[src/include/rcw_pkg.sv]
/*
  Constants for the runaway code watchdog: register map, configuration
  field positions, reset values and timing counts.
  Assumes one 100 MHz system clock and an 8-bit register port.
*/
// Operation
// - A 6-bit counter runs on the output of a 12-bit prescaler.
// - Uncleared counter overflows and raises reset after 8176 or 262128 cycles.
// - Rate select set gives 8176 cycles, clear gives 262128; reset clears it.
// - Any write to the clear location clears counter and prescaler stages 4-12; while disabled the counter keeps its value.
// - Reads of the clear location return the reset vector low byte.
// - Watchdog reset holds reset pin low 32 cycles and sets cause flag.
// - Power-on reset clears the prescaler 4096 cycles after power-up.
// - Any internal reset clears prescaler and counter.
// - A reset vector fetch clears the prescaler.
// - Disable bit 1 turns the watchdog off; 0 lets it reset.
// - Monitor mode with test voltage on interrupt or reset pin disables it.
// - Break with test voltage on reset pin disables the watchdog.
// - The watchdog raises no processor interrupt, only a reset.
// - In wait mode the watchdog keeps counting.
// - Stop instruction gates the reference clock off and clears the prescaler.
// - Stop enable bit 1 runs stop normally; 0 makes it an illegal opcode.
// - The time base is the oscillator reference clock.
// - Configuration bits reset to zero, take one write per reset, always readable.
package rcw_pkg;

  // ****************************************
  // Register map
  // ****************************************
  localparam logic [15:0] RCW_CLEAR_PORT_ADDR = 16'hFFFF;
  localparam logic [15:0] RCW_VECTOR_HI_ADDR  = 16'hFFFE;
  localparam logic [15:0] RCW_OPTION_ADDR     = 16'h001F;
  localparam logic [15:0] RCW_CAUSE_ADDR      = 16'h0001;

  // ****************************************
  // Field positions
  // ****************************************
  localparam int RCW_OPT_DISABLE_BIT  = 0;
  localparam int RCW_OPT_STOP_EN_BIT  = 1;
  localparam int RCW_OPT_RATE_BIT     = 7;
  localparam int RCW_CAUSE_WDOG_BIT   = 4;
  localparam int RCW_CAUSE_ILLOP_BIT  = 3;
  localparam int RCW_CAUSE_POR_BIT    = 7;

  localparam logic [7:0] RCW_OPTION_RESET = 8'h00;
  localparam logic [7:0] RCW_CAUSE_RESET  = 8'h80;

  // ****************************************
  // Timing
  // ****************************************
  localparam int RCW_PRESCALER_BITS    = 12;
  localparam int RCW_COUNTER_BITS      = 6;
  localparam int RCW_PRESC_CLEAR_LOW   = 4;
  localparam int RCW_TIMEOUT_SHORT     = 8176;
  localparam int RCW_TIMEOUT_LONG      = 262128;
  localparam int RCW_RESET_PULSE       = 32;
  localparam int RCW_POR_DELAY         = 4096;
  localparam int RCW_PULSE_BITS        = 6;
  // Short period taps prescaler stage 7, long period taps stage 12
  localparam int RCW_SHORT_TAP         = 6;
  localparam int RCW_LONG_TAP          = 11;

  typedef enum logic [1:0]
  {
    RCW_ST_POR   = 2'b00,
    RCW_ST_RUN   = 2'b01,
    RCW_ST_PULSE = 2'b10
  } rcw_state_type;

endpackage : rcw_pkg

[src/rcw_prescaler.sv]
/*
  Prescaler of the runaway code watchdog: a 12-bit divider on the
  reference clock enable with full clear and partial clear of stages 4-12.
  Assumes clear requests are synchronous to i_mclk.
*/
`timescale 1ns/1ns
`default_nettype none
module rcw_prescaler
  import rcw_pkg::*;
#(
  parameter int WIDTH = RCW_PRESCALER_BITS
)
(
  input  wire logic             i_mclk,
  input  wire logic             i_reset_n,
  input  wire logic             i_tick,
  input  wire logic             i_clear_all,
  input  wire logic             i_clear_upper,
  output logic [WIDTH-1:0]      o_count,
  output logic [WIDTH-1:0]      o_carry_pulse
);

  typedef struct packed
  {
    logic [WIDTH-1:0] count;
    logic [WIDTH-1:0] carry;
  } rcw_presc_state_type;

  rcw_presc_state_type state_reg;
  rcw_presc_state_type state_next;

  // ****************************************
  // Divider
  // ****************************************
  always_comb
  begin
    state_next       = state_reg;
    state_next.carry = '0;
    if (i_tick)
    begin
      state_next.count = state_reg.count + 1'b1;
      // A stage carries when it and all below are ones; a chain keeps ranges constant
      state_next.carry[0] = state_reg.count[0];
      for (int i = 1; i < WIDTH; i++)
      begin
        state_next.carry[i] = state_next.carry[i-1] && state_reg.count[i];
      end
    end
    if (i_clear_all)
    begin
      state_next.count = '0;
      state_next.carry = '0;
    end
    else if (i_clear_upper)
    begin
      // Stages 4-12 are bits 3..11; the three low stages keep running
      state_next.count[WIDTH-1:RCW_PRESC_CLEAR_LOW-1] = '0;
      state_next.carry = '0;
    end
  end

  always_ff @(posedge i_mclk or negedge i_reset_n)
  begin
    if (!i_reset_n)
    begin
      state_reg <= '0;
    end
    else
    begin
      state_reg <= state_next;
    end
  end

  assign o_count       = state_reg.count;
  assign o_carry_pulse = state_reg.carry;

endmodule // rcw_prescaler
`default_nettype wire

[src/rcw_watchdog.sv]
/*
  Runaway code watchdog: prescaler, 6-bit timeout counter, write-once
  option latch, reset cause flags and the reset pin pulse.
  Assumes i_ref_tick is a one-cycle enable at the oscillator reference
  rate, and that all inputs are synchronous to i_mclk.
*/
`timescale 1ns/1ns
`default_nettype none
module rcw_watchdog
  import rcw_pkg::*;
#(
  parameter int POR_DELAY = RCW_POR_DELAY
)
(
  input  wire logic        i_mclk,
  input  wire logic        i_reset_n,
  input  wire logic        i_ref_tick,
  input  wire logic [15:0] i_addr,
  input  wire logic [7:0]  i_wdata,
  input  wire logic        i_wr,
  input  wire logic        i_rd,
  input  wire logic [15:0] i_reset_vector,
  input  wire logic        i_internal_reset,
  input  wire logic        i_vector_fetch,
  input  wire logic        i_stop_exec,
  input  wire logic        i_stop_mode,
  input  wire logic        i_monitor_mode,
  input  wire logic        i_break_active,
  input  wire logic        i_irq_test_high_voltage,
  input  wire logic        i_rst_test_high_voltage,
  output logic [7:0]       o_rdata,
  output logic             o_reset_pin_n,
  output logic             o_reset_pin_oe,
  output logic             o_watchdog_reset,
  output logic             o_stop_allowed,
  output logic             o_illegal_stop,
  output logic             o_watchdog_irq
);

  localparam int PB = RCW_PRESCALER_BITS;
  localparam int CB = RCW_COUNTER_BITS;
  localparam int POR_BITS = 16;
  // Overflow lands on the exact period: last counter value plus a prescaler phase
  localparam logic [PB-1:0] SHORT_MASK = PB'((1 << (RCW_SHORT_TAP + 1)) - 1);
  localparam logic [PB-1:0] LONG_MASK  = PB'((1 << (RCW_LONG_TAP + 1)) - 1);
  localparam logic [PB-1:0] SHORT_LAST =
    PB'(RCW_TIMEOUT_SHORT - 1 - (((1 << CB) - 1) << (RCW_SHORT_TAP + 1)));
  localparam logic [PB-1:0] LONG_LAST  =
    PB'(RCW_TIMEOUT_LONG - 1 - (((1 << CB) - 1) << (RCW_LONG_TAP + 1)));

  typedef struct packed
  {
    rcw_state_type         state;
    logic [POR_BITS-1:0]   por_count;
    logic [CB-1:0]         counter;
    logic [RCW_PULSE_BITS-1:0] pulse_count;
    logic [7:0]            option;
    logic                  option_locked;
    logic [7:0]            cause;
    logic [7:0]            rdata;
    logic                  reset_pin_n;
    logic                  reset_pin_oe;
    logic                  wdog_reset;
    logic                  stop_allowed;
    logic                  illegal_stop;
  } rcw_core_state_type;

  rcw_core_state_type state_reg;
  rcw_core_state_type state_next;

  logic [PB-1:0] presc_count;
  logic [PB-1:0] presc_carry;
  logic          presc_clear_all;
  logic          presc_clear_upper;
  logic          clear_write;
  logic          active;
  logic          tap;
  logic          at_last;
  logic          ref_tick_gated;
  logic          disabled_by_test;

  // ****************************************
  // Clear and enable terms
  // ****************************************
  assign clear_write = i_wr && (i_addr == RCW_CLEAR_PORT_ADDR);
  // Stop mode removes the reference clock from all but the reset pin pulse timer
  assign ref_tick_gated = i_ref_tick && !i_stop_mode;
  assign disabled_by_test =
    (i_monitor_mode && (i_irq_test_high_voltage || i_rst_test_high_voltage))
    || (i_break_active && i_rst_test_high_voltage);
  // Option bits are used live, so a late write acts on the next check
  assign active = (state_reg.state == RCW_ST_RUN)
                  && !state_reg.option[RCW_OPT_DISABLE_BIT]
                  && !disabled_by_test;
  assign presc_clear_all = i_internal_reset
                           || i_vector_fetch
                           || (i_stop_exec && state_reg.stop_allowed)
                           || (state_reg.state == RCW_ST_POR)
                           || (state_reg.state == RCW_ST_PULSE);
  assign presc_clear_upper = clear_write;
  // Counter steps on the selected prescaler carry; 63 steps plus a prescaler phase make the period
  assign tap = state_reg.option[RCW_OPT_RATE_BIT] ? presc_carry[RCW_SHORT_TAP]
                                                  : presc_carry[RCW_LONG_TAP];
  assign at_last = state_reg.option[RCW_OPT_RATE_BIT]
                   ? ((presc_count & SHORT_MASK) == SHORT_LAST)
                   : ((presc_count & LONG_MASK) == LONG_LAST);

  rcw_prescaler #(
    .WIDTH (PB)
  ) u_prescaler (
    .i_mclk        (i_mclk),
    .i_reset_n     (i_reset_n),
    .i_tick        (ref_tick_gated),
    .i_clear_all   (presc_clear_all),
    .i_clear_upper (presc_clear_upper),
    .o_count       (presc_count),
    .o_carry_pulse (presc_carry)
  );

  // ****************************************
  // Next state
  // ****************************************
  always_comb
  begin
    state_next              = state_reg;
    state_next.wdog_reset   = 1'b0;
    state_next.illegal_stop = 1'b0;
    state_next.rdata        = 8'h00;

    case (state_reg.state)
      RCW_ST_POR:
      begin
        // Prescaler is held clear until the power-up delay runs out
        if (ref_tick_gated)
        begin
          if (state_reg.por_count == POR_BITS'(POR_DELAY - 1))
          begin
            state_next.state = RCW_ST_RUN;
          end
          else
          begin
            state_next.por_count = state_reg.por_count + 1'b1;
          end
        end
      end
      RCW_ST_RUN:
      begin
        if (i_internal_reset || !active)
        begin
          if (i_internal_reset)
          begin
            state_next.counter = '0;
          end
        end
        else if (clear_write)
        begin
          state_next.counter = '0;
        end
        else
        begin
          // Carry is already a one-cycle pulse, so sparse ticks are not missed
          if (tap)
          begin
            state_next.counter = state_reg.counter + 1'b1;
          end
          if (ref_tick_gated && (state_reg.counter == '1) && at_last)
          begin
            // Overflow: only a reset, no interrupt request
            state_next.counter      = '0;
            state_next.state        = RCW_ST_PULSE;
            state_next.pulse_count  = '0;
            state_next.reset_pin_n  = 1'b0;
            state_next.reset_pin_oe = 1'b1;
            state_next.wdog_reset   = 1'b1;
            state_next.cause        = 8'h00;
            state_next.cause[RCW_CAUSE_WDOG_BIT] = 1'b1;
          end
        end
      end
      RCW_ST_PULSE:
      begin
        if (i_ref_tick)
        begin
          if (state_reg.pulse_count == RCW_PULSE_BITS'(RCW_RESET_PULSE - 1))
          begin
            // Watchdog reset clears option latch for a fresh write
            state_next.state         = RCW_ST_RUN;
            state_next.reset_pin_n   = 1'b1;
            state_next.reset_pin_oe  = 1'b0;
            state_next.option        = RCW_OPTION_RESET;
            state_next.option_locked = 1'b0;
            state_next.stop_allowed  = 1'b0;
          end
          else
          begin
            state_next.pulse_count = state_reg.pulse_count + 1'b1;
          end
        end
      end
      default:
      begin
        state_next.state = RCW_ST_POR;
      end
    endcase

    // Other internal resets also reopen the option latch
    if (i_internal_reset)
    begin
      state_next.option        = RCW_OPTION_RESET;
      state_next.option_locked = 1'b0;
      state_next.stop_allowed  = 1'b0;
    end
    else if (i_wr && (i_addr == RCW_OPTION_ADDR) && !state_reg.option_locked)
    begin
      state_next.option        = i_wdata;
      state_next.option_locked = 1'b1;
      state_next.stop_allowed  = i_wdata[RCW_OPT_STOP_EN_BIT];
    end

    if (i_stop_exec && !state_reg.stop_allowed)
    begin
      state_next.illegal_stop = 1'b1;
    end

    if (i_rd)
    begin
      case (i_addr)
        RCW_CLEAR_PORT_ADDR: state_next.rdata = i_reset_vector[7:0];
        RCW_VECTOR_HI_ADDR:  state_next.rdata = i_reset_vector[15:8];
        RCW_OPTION_ADDR:     state_next.rdata = state_reg.option;
        RCW_CAUSE_ADDR:      state_next.rdata = state_reg.cause;
        default:             state_next.rdata = 8'h00;
      endcase
    end
  end

  // ****************************************
  // State register
  // ****************************************
  always_ff @(posedge i_mclk or negedge i_reset_n)
  begin
    if (!i_reset_n)
    begin
      state_reg              <= '0;
      state_reg.state        <= RCW_ST_POR;
      state_reg.option       <= RCW_OPTION_RESET;
      state_reg.cause        <= RCW_CAUSE_RESET;
      state_reg.reset_pin_n  <= 1'b1;
    end
    else
    begin
      state_reg <= state_next;
    end
  end

  assign o_rdata          = state_reg.rdata;
  assign o_reset_pin_n    = state_reg.reset_pin_n;
  assign o_reset_pin_oe   = state_reg.reset_pin_oe;
  assign o_watchdog_reset = state_reg.wdog_reset;
  assign o_stop_allowed   = state_reg.stop_allowed;
  assign o_illegal_stop   = state_reg.illegal_stop;
  // Never an interrupt source
  assign o_watchdog_irq   = 1'b0;

endmodule // rcw_watchdog
`default_nettype wire

[config.mk]
export PLATFORM = sky130hd
export DESIGN_NAME = rcw_watchdog
export DESIGN_NICKNAME = d
export VERILOG_FILES = /design/src/include/rcw_pkg.sv /design/src/rcw_prescaler.sv /design/src/rcw_watchdog.sv
export SDC_FILE = /design/constraint.sdc
export NUM_CORES = 1
export LEC_CHECK = 0
export BUFFER_PORTS_ARGS = -buffer_cell sky130_fd_sc_hd__buf_2
export CAP_MARGIN = 20
export CORE_ASPECT_RATIO = 0.7
export CORE_UTILIZATION = 27
export DETAILED_ROUTE_END_ITERATION = 7
export PLACE_DENSITY = 0.44
export SLEW_MARGIN = 40
export SYNTH_ARGS = -nofsm -noshare
export SYNTH_HDL_FRONTEND = slang
export SYNTH_SLANG_ARGS = --single-unit
[constraint.sdc]
create_clock -name i_mclk -period 1.9 [get_ports i_mclk]
set_input_delay 0.285 -clock i_mclk [delete_from_list [all_inputs] [get_ports i_mclk]]
set_output_delay 0.285 -clock i_mclk [all_outputs]
set_load 0.02 [all_outputs]
==> flow_metrics.py, run 1 <==
metrics = {
    "run_status": {
        "status": "complete, no violations",
    },
    "drt": {
        "wire_per_inst_um": 14.3,
        "drc": 0,
        "first_pass_iters": 5,
        "vias": 2595,
        "postRouteAntennaNets": 0,
        "routed_wl_um": 7930,
        "drt_iter0_markers": 144,
        "vias_per_cell": 4.68,
    },
    "placement": {
        "port_buffers": 65,
        "post-place-cells": 538,
        "dp_hpwl_um": 5710,
        "dpl_worst_slack_ns": -0.0789,
        "place.gp.congestion": 0.804,
    },
    "timing": {
        "period_minus_slack_ns": 1.85,
        "clock_skew_ns": 0.00383,
        "fin_tns_setup_ns": 0,
        "fin_crit_sh_pct": 97.4,
        "tightestPinTransition_ns": 0.568,
        "rsz0062_at_grt": "true",
        "slew_viol_final": 0,
        "finalHoldViolCount": 0,
        "fmax_mhz": 540,
        "setup_viol": 0,
        "timing.final.ws_setup_ns": 0.0497,
        "max-slew-margin-rel_pct": 61.9,
    },
    "cells_and_area": {
        "fillers": 1224,
        "seq_area_mm2": 0.00168,
        "syn2layout_area_growth_pct": 27.3,
        "multi_input_area_mm2": 0.00153,
        "drive_above_1_share_pct": 30.5,
        "final_cells": 554,
        "antenna_cells": 0,
        "final_nets": 451,
        "largest_reg_flops": 41,
        "fin_util_pct": 35.6,
    },
    "synth": {
        "synth_top_area_cell": "dfrtp_1",
        "synth.top_cells.by_count": "dfrtp_1, nor2_1, nand2_1",
        "synth_top_area_share_pct": 49.1,
        "synth_xor_area_share_pct": 6.34,
        "syn-cell-area_mm2": 0.00331,
        "synth.most_common_cell": "dfrtp_1",
        "yosysWarningCount": 0,
        "yosys_register_bits": 67,
        "ys_top_cells_by_area": "dfrtp_1, xnor2_1, nor2_1",
        "synth.area.mux_share_pct": 2.19,
        "synth-compound-area-share_pct": 13.5,
        "synth-edff-count": 0,
        "yosys.area_share.simple_pct": 21.3,
        "netlist_instances": 307,
        "syn_nets": 365,
        "synth_cell_type_count": 56,
        "ys_seq_area_share_pct": 50.7,
        "syn_area_per_cell_um2": 10.8,
        "synth_flop_cell": "dfrtp_1",
        "synthArstFlopShare_pct": 100,
        "synth-adder-area-share_pct": 1.89,
        "synth_top_family_by_area": "simple AND/OR/NAND/NOR gates",
    },
    "global_routing": {
        "grt_pass1_wl_um": 13000,
        "use_met3_pct": 3.86,
        "track_usage_pct": 13.4,
        "overflow": 0,
        "antenna_found_initial": 0,
        "grt-busiest-layer": "met1",
        "grt_pass1_vias": 2509,
        "grt_start_max_net_pins": 68,
        "grt_util_met1_pct": 19.4,
        "grt_util_met2_pct": 18.9,
    },
    "clocking": {
        "cts.sinks": 67,
        "clk_pin_slew_worst_paths_ns": 0.05,
        "cts-htree-levels": 3,
        "numCtsBuffers": 9,
        "post_cts_buffers": 0,
        "root_buffer": "clkbuf_16",
        "insertion_delay_ns": 0.33,
        "cts_tree": "built",
        "clockBufferDepth": 2,
    },
    "power": {
        "p_sw_share_pct": 22.3,
        "peakVddDrop_uv": 365,
        "clkPwrFrac_pct": 48.4,
        "p_sw_mw": 0.689,
        "p_seq_share_pct": 46.2,
        "power_leakage_nw": 2.03,
        "total_power_mw": 3.10,
        "combPwrFrac_pct": 5.4,
        "power_density_mw_per_mm2": 734,
        "p_int_mw": 2.41,
    },
    "setup_path": {
        "slowest_delay_ns": 0.56,
        "critPathTopFamily": "simple AND/OR/NAND/NOR gates",
        "critical-path-slowest-cell": "or4b_4",
        "crit_arrival_ns": 2.06,
        "worstPathCellList": "or4b_4 > nor3_4 > a21oi_2 > and4_4 > xor2_1",
        "worstPathRequired_ns": 2.11,
        "crit_path_start_kind": "flop",
        "worstSetupEndpointType": "flop",
        "crit_fanout": 7,
        "crit_type": "reg2reg",
        "path_buf_inv": 0,
    },
    "worst_hold_path": {
        "worstHoldPathType": "in2reg",
    },
    "floorplan": {
        "die_x_um": 134,
        "die-area_mm2": 0.0127,
        "start_util_pct": 28.0,
        "rows": 33,
        "die_h_um": 94.7,
        "core_area_mm2": 0.0119,
        "io_pins": 67,
    },
    "flow_run": {
        "maxCapViolCount": 0,
    },
}
## kinds of logic after synthesis
kind of cell    count (synthesis)
compound gates                 56
flops                          67
simple gates                  125
mux                             7
buf+inv                        22
other cells                     1
xor+xnor                       24
fa+ha+maj                       5
## what timing repair did
action,in CTS,in global routing
hold buffers,1,0
hold endpoints to repair,58,0
pin swaps,0,1
endpoints found under the setup margin,1,12
resized for setup,1,1
## routing by layer
layer | vias up | routed length (um)
li1 | 1308 | -
met1 | 1211 | 4220
met2 | 68 | 3180
met3 | 8 | 459
met4 | 0 | 80
met5 | - | 0
## power by group through the flow
stage / Combinational [mW] / Clock, mW / Sequential [mW]
floorplan: 0.0451 / 0 / 1.46
global placement: 0.166 / 0 / 1.46
detailed placement: 0.166 / 0 / 1.46
CTS: 0.169 / 1.54 / 1.43
global route: 0.187 / 1.62 / 1.43
finish: 0.166 / 1.50 / 1.43
## worst register-to-register path: cells and delay by family (launching register included)
kind	cells	cell delay (ns)
simple gates	3	1.02
compound gates	1	0.17
xor+xnor	1	0.13
flops	1	0.41
## layout make-up
type / instances / share of cell area (%)
Timing Repair Buffer: 90 / 12.5
Clock inverter: 3 / 0.356
Sequential cell: 67 / 39.8
Multi-Input combinational cell: 218 / 36.2
Clock buffer: 12 / 5.85
Inverter: 7 / 0.623
Tap cell: 157 / 4.66
## cell usage in the layout (no fill, tap or decap), drive strengths merged, types with 7 or more instances in the layout
cell,synthesis,layout
buf,14,89
dfrtp,65,65
nor2,29,29
nand2,23,23
nand4,14,14
nand3,14,14
xnor2,14,14
clkbuf,1,12
a22o,11,11
xor2,10,10
o21ai,9,9
a21o,8,8
a222oi,8,8
nor3,8,8
inv,7,7
a21oi,7,7
## stage by stage
step / hold slack [ns] / cell area [um^2]
2_1_floorplan: -0.0106 / 3310
3_3_place_gp: 0.338 / 3920
3_5_place_dp: 0.337 / 3930
4_1_cts: 0.163 / 4210
5_1_grt: 0.170 / 4220
6_report: 0.176 / 4220
## final timing paths
check / start / endpoint / slack (ns) / depth (start not counted)
worst max-delay path: state_reg[56] / state_reg[45] / 0.05 / 5
worst min-delay path: i_wdata[1] / state_reg[23] / 0.18 / 2
worst max register to register: state_reg[56] / state_reg[45] / 0.05 / 5
worst min register to register: state_reg[49] / state_reg[49] / 0.47 / 1
max in group asynchronous: i_reset_n / state_reg[20] / 1.05 / 3
min in group asynchronous: i_reset_n / state_reg[42] / 0.51 / 3
(Power assumes the default switching activity.)
==> run 2, diff against run 1 <==
CORE_UTILIZATION = 55   (was 27)
PLACE_DENSITY = 0.79   (was 0.44)
==> run 2 against run 1 <==
  * Utilization increased by 35 points
  * Critical path depth increased by 1
  * Cell count decreased by 16%
  * Sequential power about the same
  * Global-route usage increased by 11 points
  * Largest power group unchanged
  * Via count increased by 2.4%
==> flow_metrics.py, run 2 (synthesis gave the netlist of run 1 again) <==
metrics = {
    "drt": {
        "postRouteAntennaNets": 0,
        "drt_iter0_markers": 216,
        "routed_wl_um": 7000,
        "first_pass_iters": 7,
        "wire_per_inst_um": 15.1,
        "drc": 0,
        "vias_per_cell": 5.74,
        "vias": 2657,
    },
    "flow_run": {
        "maxCapViolCount": 0,
    },
    "power": {
        "peakVddDrop_uv": 513,
        "power_leakage_nw": 1.98,
        "power_density_mw_per_mm2": 756,
    },
    "floorplan": {
        "rows": 23,
        "die_x_um": 94.8,
        "io_pins": 67,
        "core_area_mm2": 0.00576,
        "start_util_pct": 57.6,
        "die-area_mm2": 0.00634,
        "die_h_um": 66.9,
    },
    "worst_hold_path": {
        "worstHoldPathType": "in2reg",
    },
    "setup_path": {
        "worstPathCellList": "ha_2 > nand4b_1 > nor4_4 > a221oi_4 > a21o_1 > a22o_1",
        "crit_type": "reg2reg",
        "slowest_delay_ns": 0.40,
        "critical-path-slowest-cell": "dfrtp_1",
        "crit_fanout": 7,
        "crit_path_start_kind": "flop",
        "worstPathRequired_ns": 2.14,
        "crit_arrival_ns": 2.06,
        "worstSetupEndpointType": "flop",
    },
    "placement": {
        "port_buffers": 65,
        "dp_hpwl_um": 4980,
        "place.gp.congestion": 0.754,
    },
    "timing": {
        "fin_crit_sh_pct": 95.7,
        "slew_viol_final": 0,
        "setup_viol": 0,
        "max-slew-margin-rel_pct": 61.4,
        "fin_tns_setup_ns": 0,
        "period_minus_slack_ns": 1.82,
        "tightestPinTransition_ns": 0.575,
        "clock_skew_ns": 0.0101,
        "rsz0062_at_grt": "true",
        "finalHoldViolCount": 0,
        "fmax_mhz": 550,
    },
    "global_routing": {
        "grt_pass1_wl_um": 11600,
        "grt_start_max_net_pins": 68,
        "overflow": 0,
        "track_usage_pct": 24.9,
        "antenna_found_initial": 0,
        "grt_pass1_vias": 2493,
    },
    "clocking": {
        "cts_tree": "built",
        "clockBufferDepth": 2,
        "cts.sinks": 67,
        "numCtsBuffers": 9,
        "insertion_delay_ns": 0.35,
        "clk_pin_slew_worst_paths_ns": 0.07,
        "cts-htree-levels": 3,
        "root_buffer": "clkbuf_8",
    },
    "cells_and_area": {
        "drive_above_1_share_pct": 29.9,
        "largest_reg_flops": 41,
        "seq_area_mm2": 0.00168,
        "syn2layout_area_growth_pct": 21.9,
        "fin_util_pct": 70.2,
        "fillers": 425,
        "multi_input_area_mm2": 0.00154,
        "mostFrequentLayoutCells": "buf_2, dfrtp_1, nor2_1",
        "final_nets": 441,
        "antenna_cells": 0,
    },
    "run_status": {
        "status": "complete, no violations",
    },
}
## run 2: cell count changes in the layout (fill, tap and decap cells not counted), sizes merged
| cell | previous run | this run |
|---|---|---|
| clkinv | 3 | 1 |
| buf | 89 | 79 |
| bufinv | 0 | 3 |
| clkbuf | 12 | 10 |
| clkinvlp | 0 | 1 |
| inv | 7 | 8 |
## run 2: path summary, 6_finish.rpt
kind                               start            end  slack (ns)  cells past startpoint
max                        state_reg[36]  state_reg[36]        0.08                      6
min                           i_wdata[5]  state_reg[27]        0.15                      2
max reg2reg                state_reg[36]  state_reg[36]        0.08                      6
min reg2reg                state_reg[49]  state_reg[49]        0.47                      1
max in group asynchronous      i_reset_n  o_reset_pin_n        1.09                      3
min in group asynchronous      i_reset_n     o_rdata[2]        0.46                      3
## run 2: what timing repair did
action	in CTS	in global routing
hold buffers	1	0
pin swaps	0	4
endpoints found under the hold margin	65	0
resized for setup	1	4
setup endpoints to repair	6	18
buffers inserted	0	0
## run 2: where the power goes
part           total, mW  internal [mW]  switching [mW]  leakage (nW)
sequential          1.43           1.43         0.00107         0.916
combinational      0.160         0.0702          0.0898         0.943
clock               1.47          0.909           0.558         0.123
## run 2: cell type report
type | count | share of cell area (%)
sequential | 67 | 41.6
multi-input combinational | 218 | 38.1
clock inverter | 6 | 2.76
tap | 75 | 2.32
inverter | 7 | 0.650
clock buffer | 10 | 3.41
timing repair buffer | 80 | 11.2
## run 2: per-stage QoR
| step | area (um^2) | hold slack, ns | std cells | total power, mW | setup slack [ns] |
|---|---|---|---|---|---|
| after CTS | 4010 | 0.132 | 463 | 3.08 | 0.0461 |
| after global routing | 4040 | 0.139 | 463 | 3.17 | -0.0395 |
| final | 4040 | 0.147 | 463 | 3.06 | 0.0818 |
| after detailed placement | 3740 | 0.331 | 446 | 1.61 | -0.0484 |
| after floorplan | 3310 | -0.0106 | 307 | 1.50 | 0.158 |
| after global placement | 3740 | 0.328 | 446 | 1.61 | 0.0618 |
## run 2: critical path, delay by kind of cell (launching register included)
family	cells	cell delay [ns]
compound gates	3	0.58
simple gates	2	0.51
flops	1	0.40
fa+ha+maj	1	0.23
## run 2: metal layers
metal / wire (um) / global-route usage, % / part of all wire, %
met1: 3200 / 31.8 / 46
met2: 3190 / 39.7 / 46
met3: 510 / 8.56 / 7.3
met4: 105 / 7.95 / 1.5
met5: 0 / 0 / 0
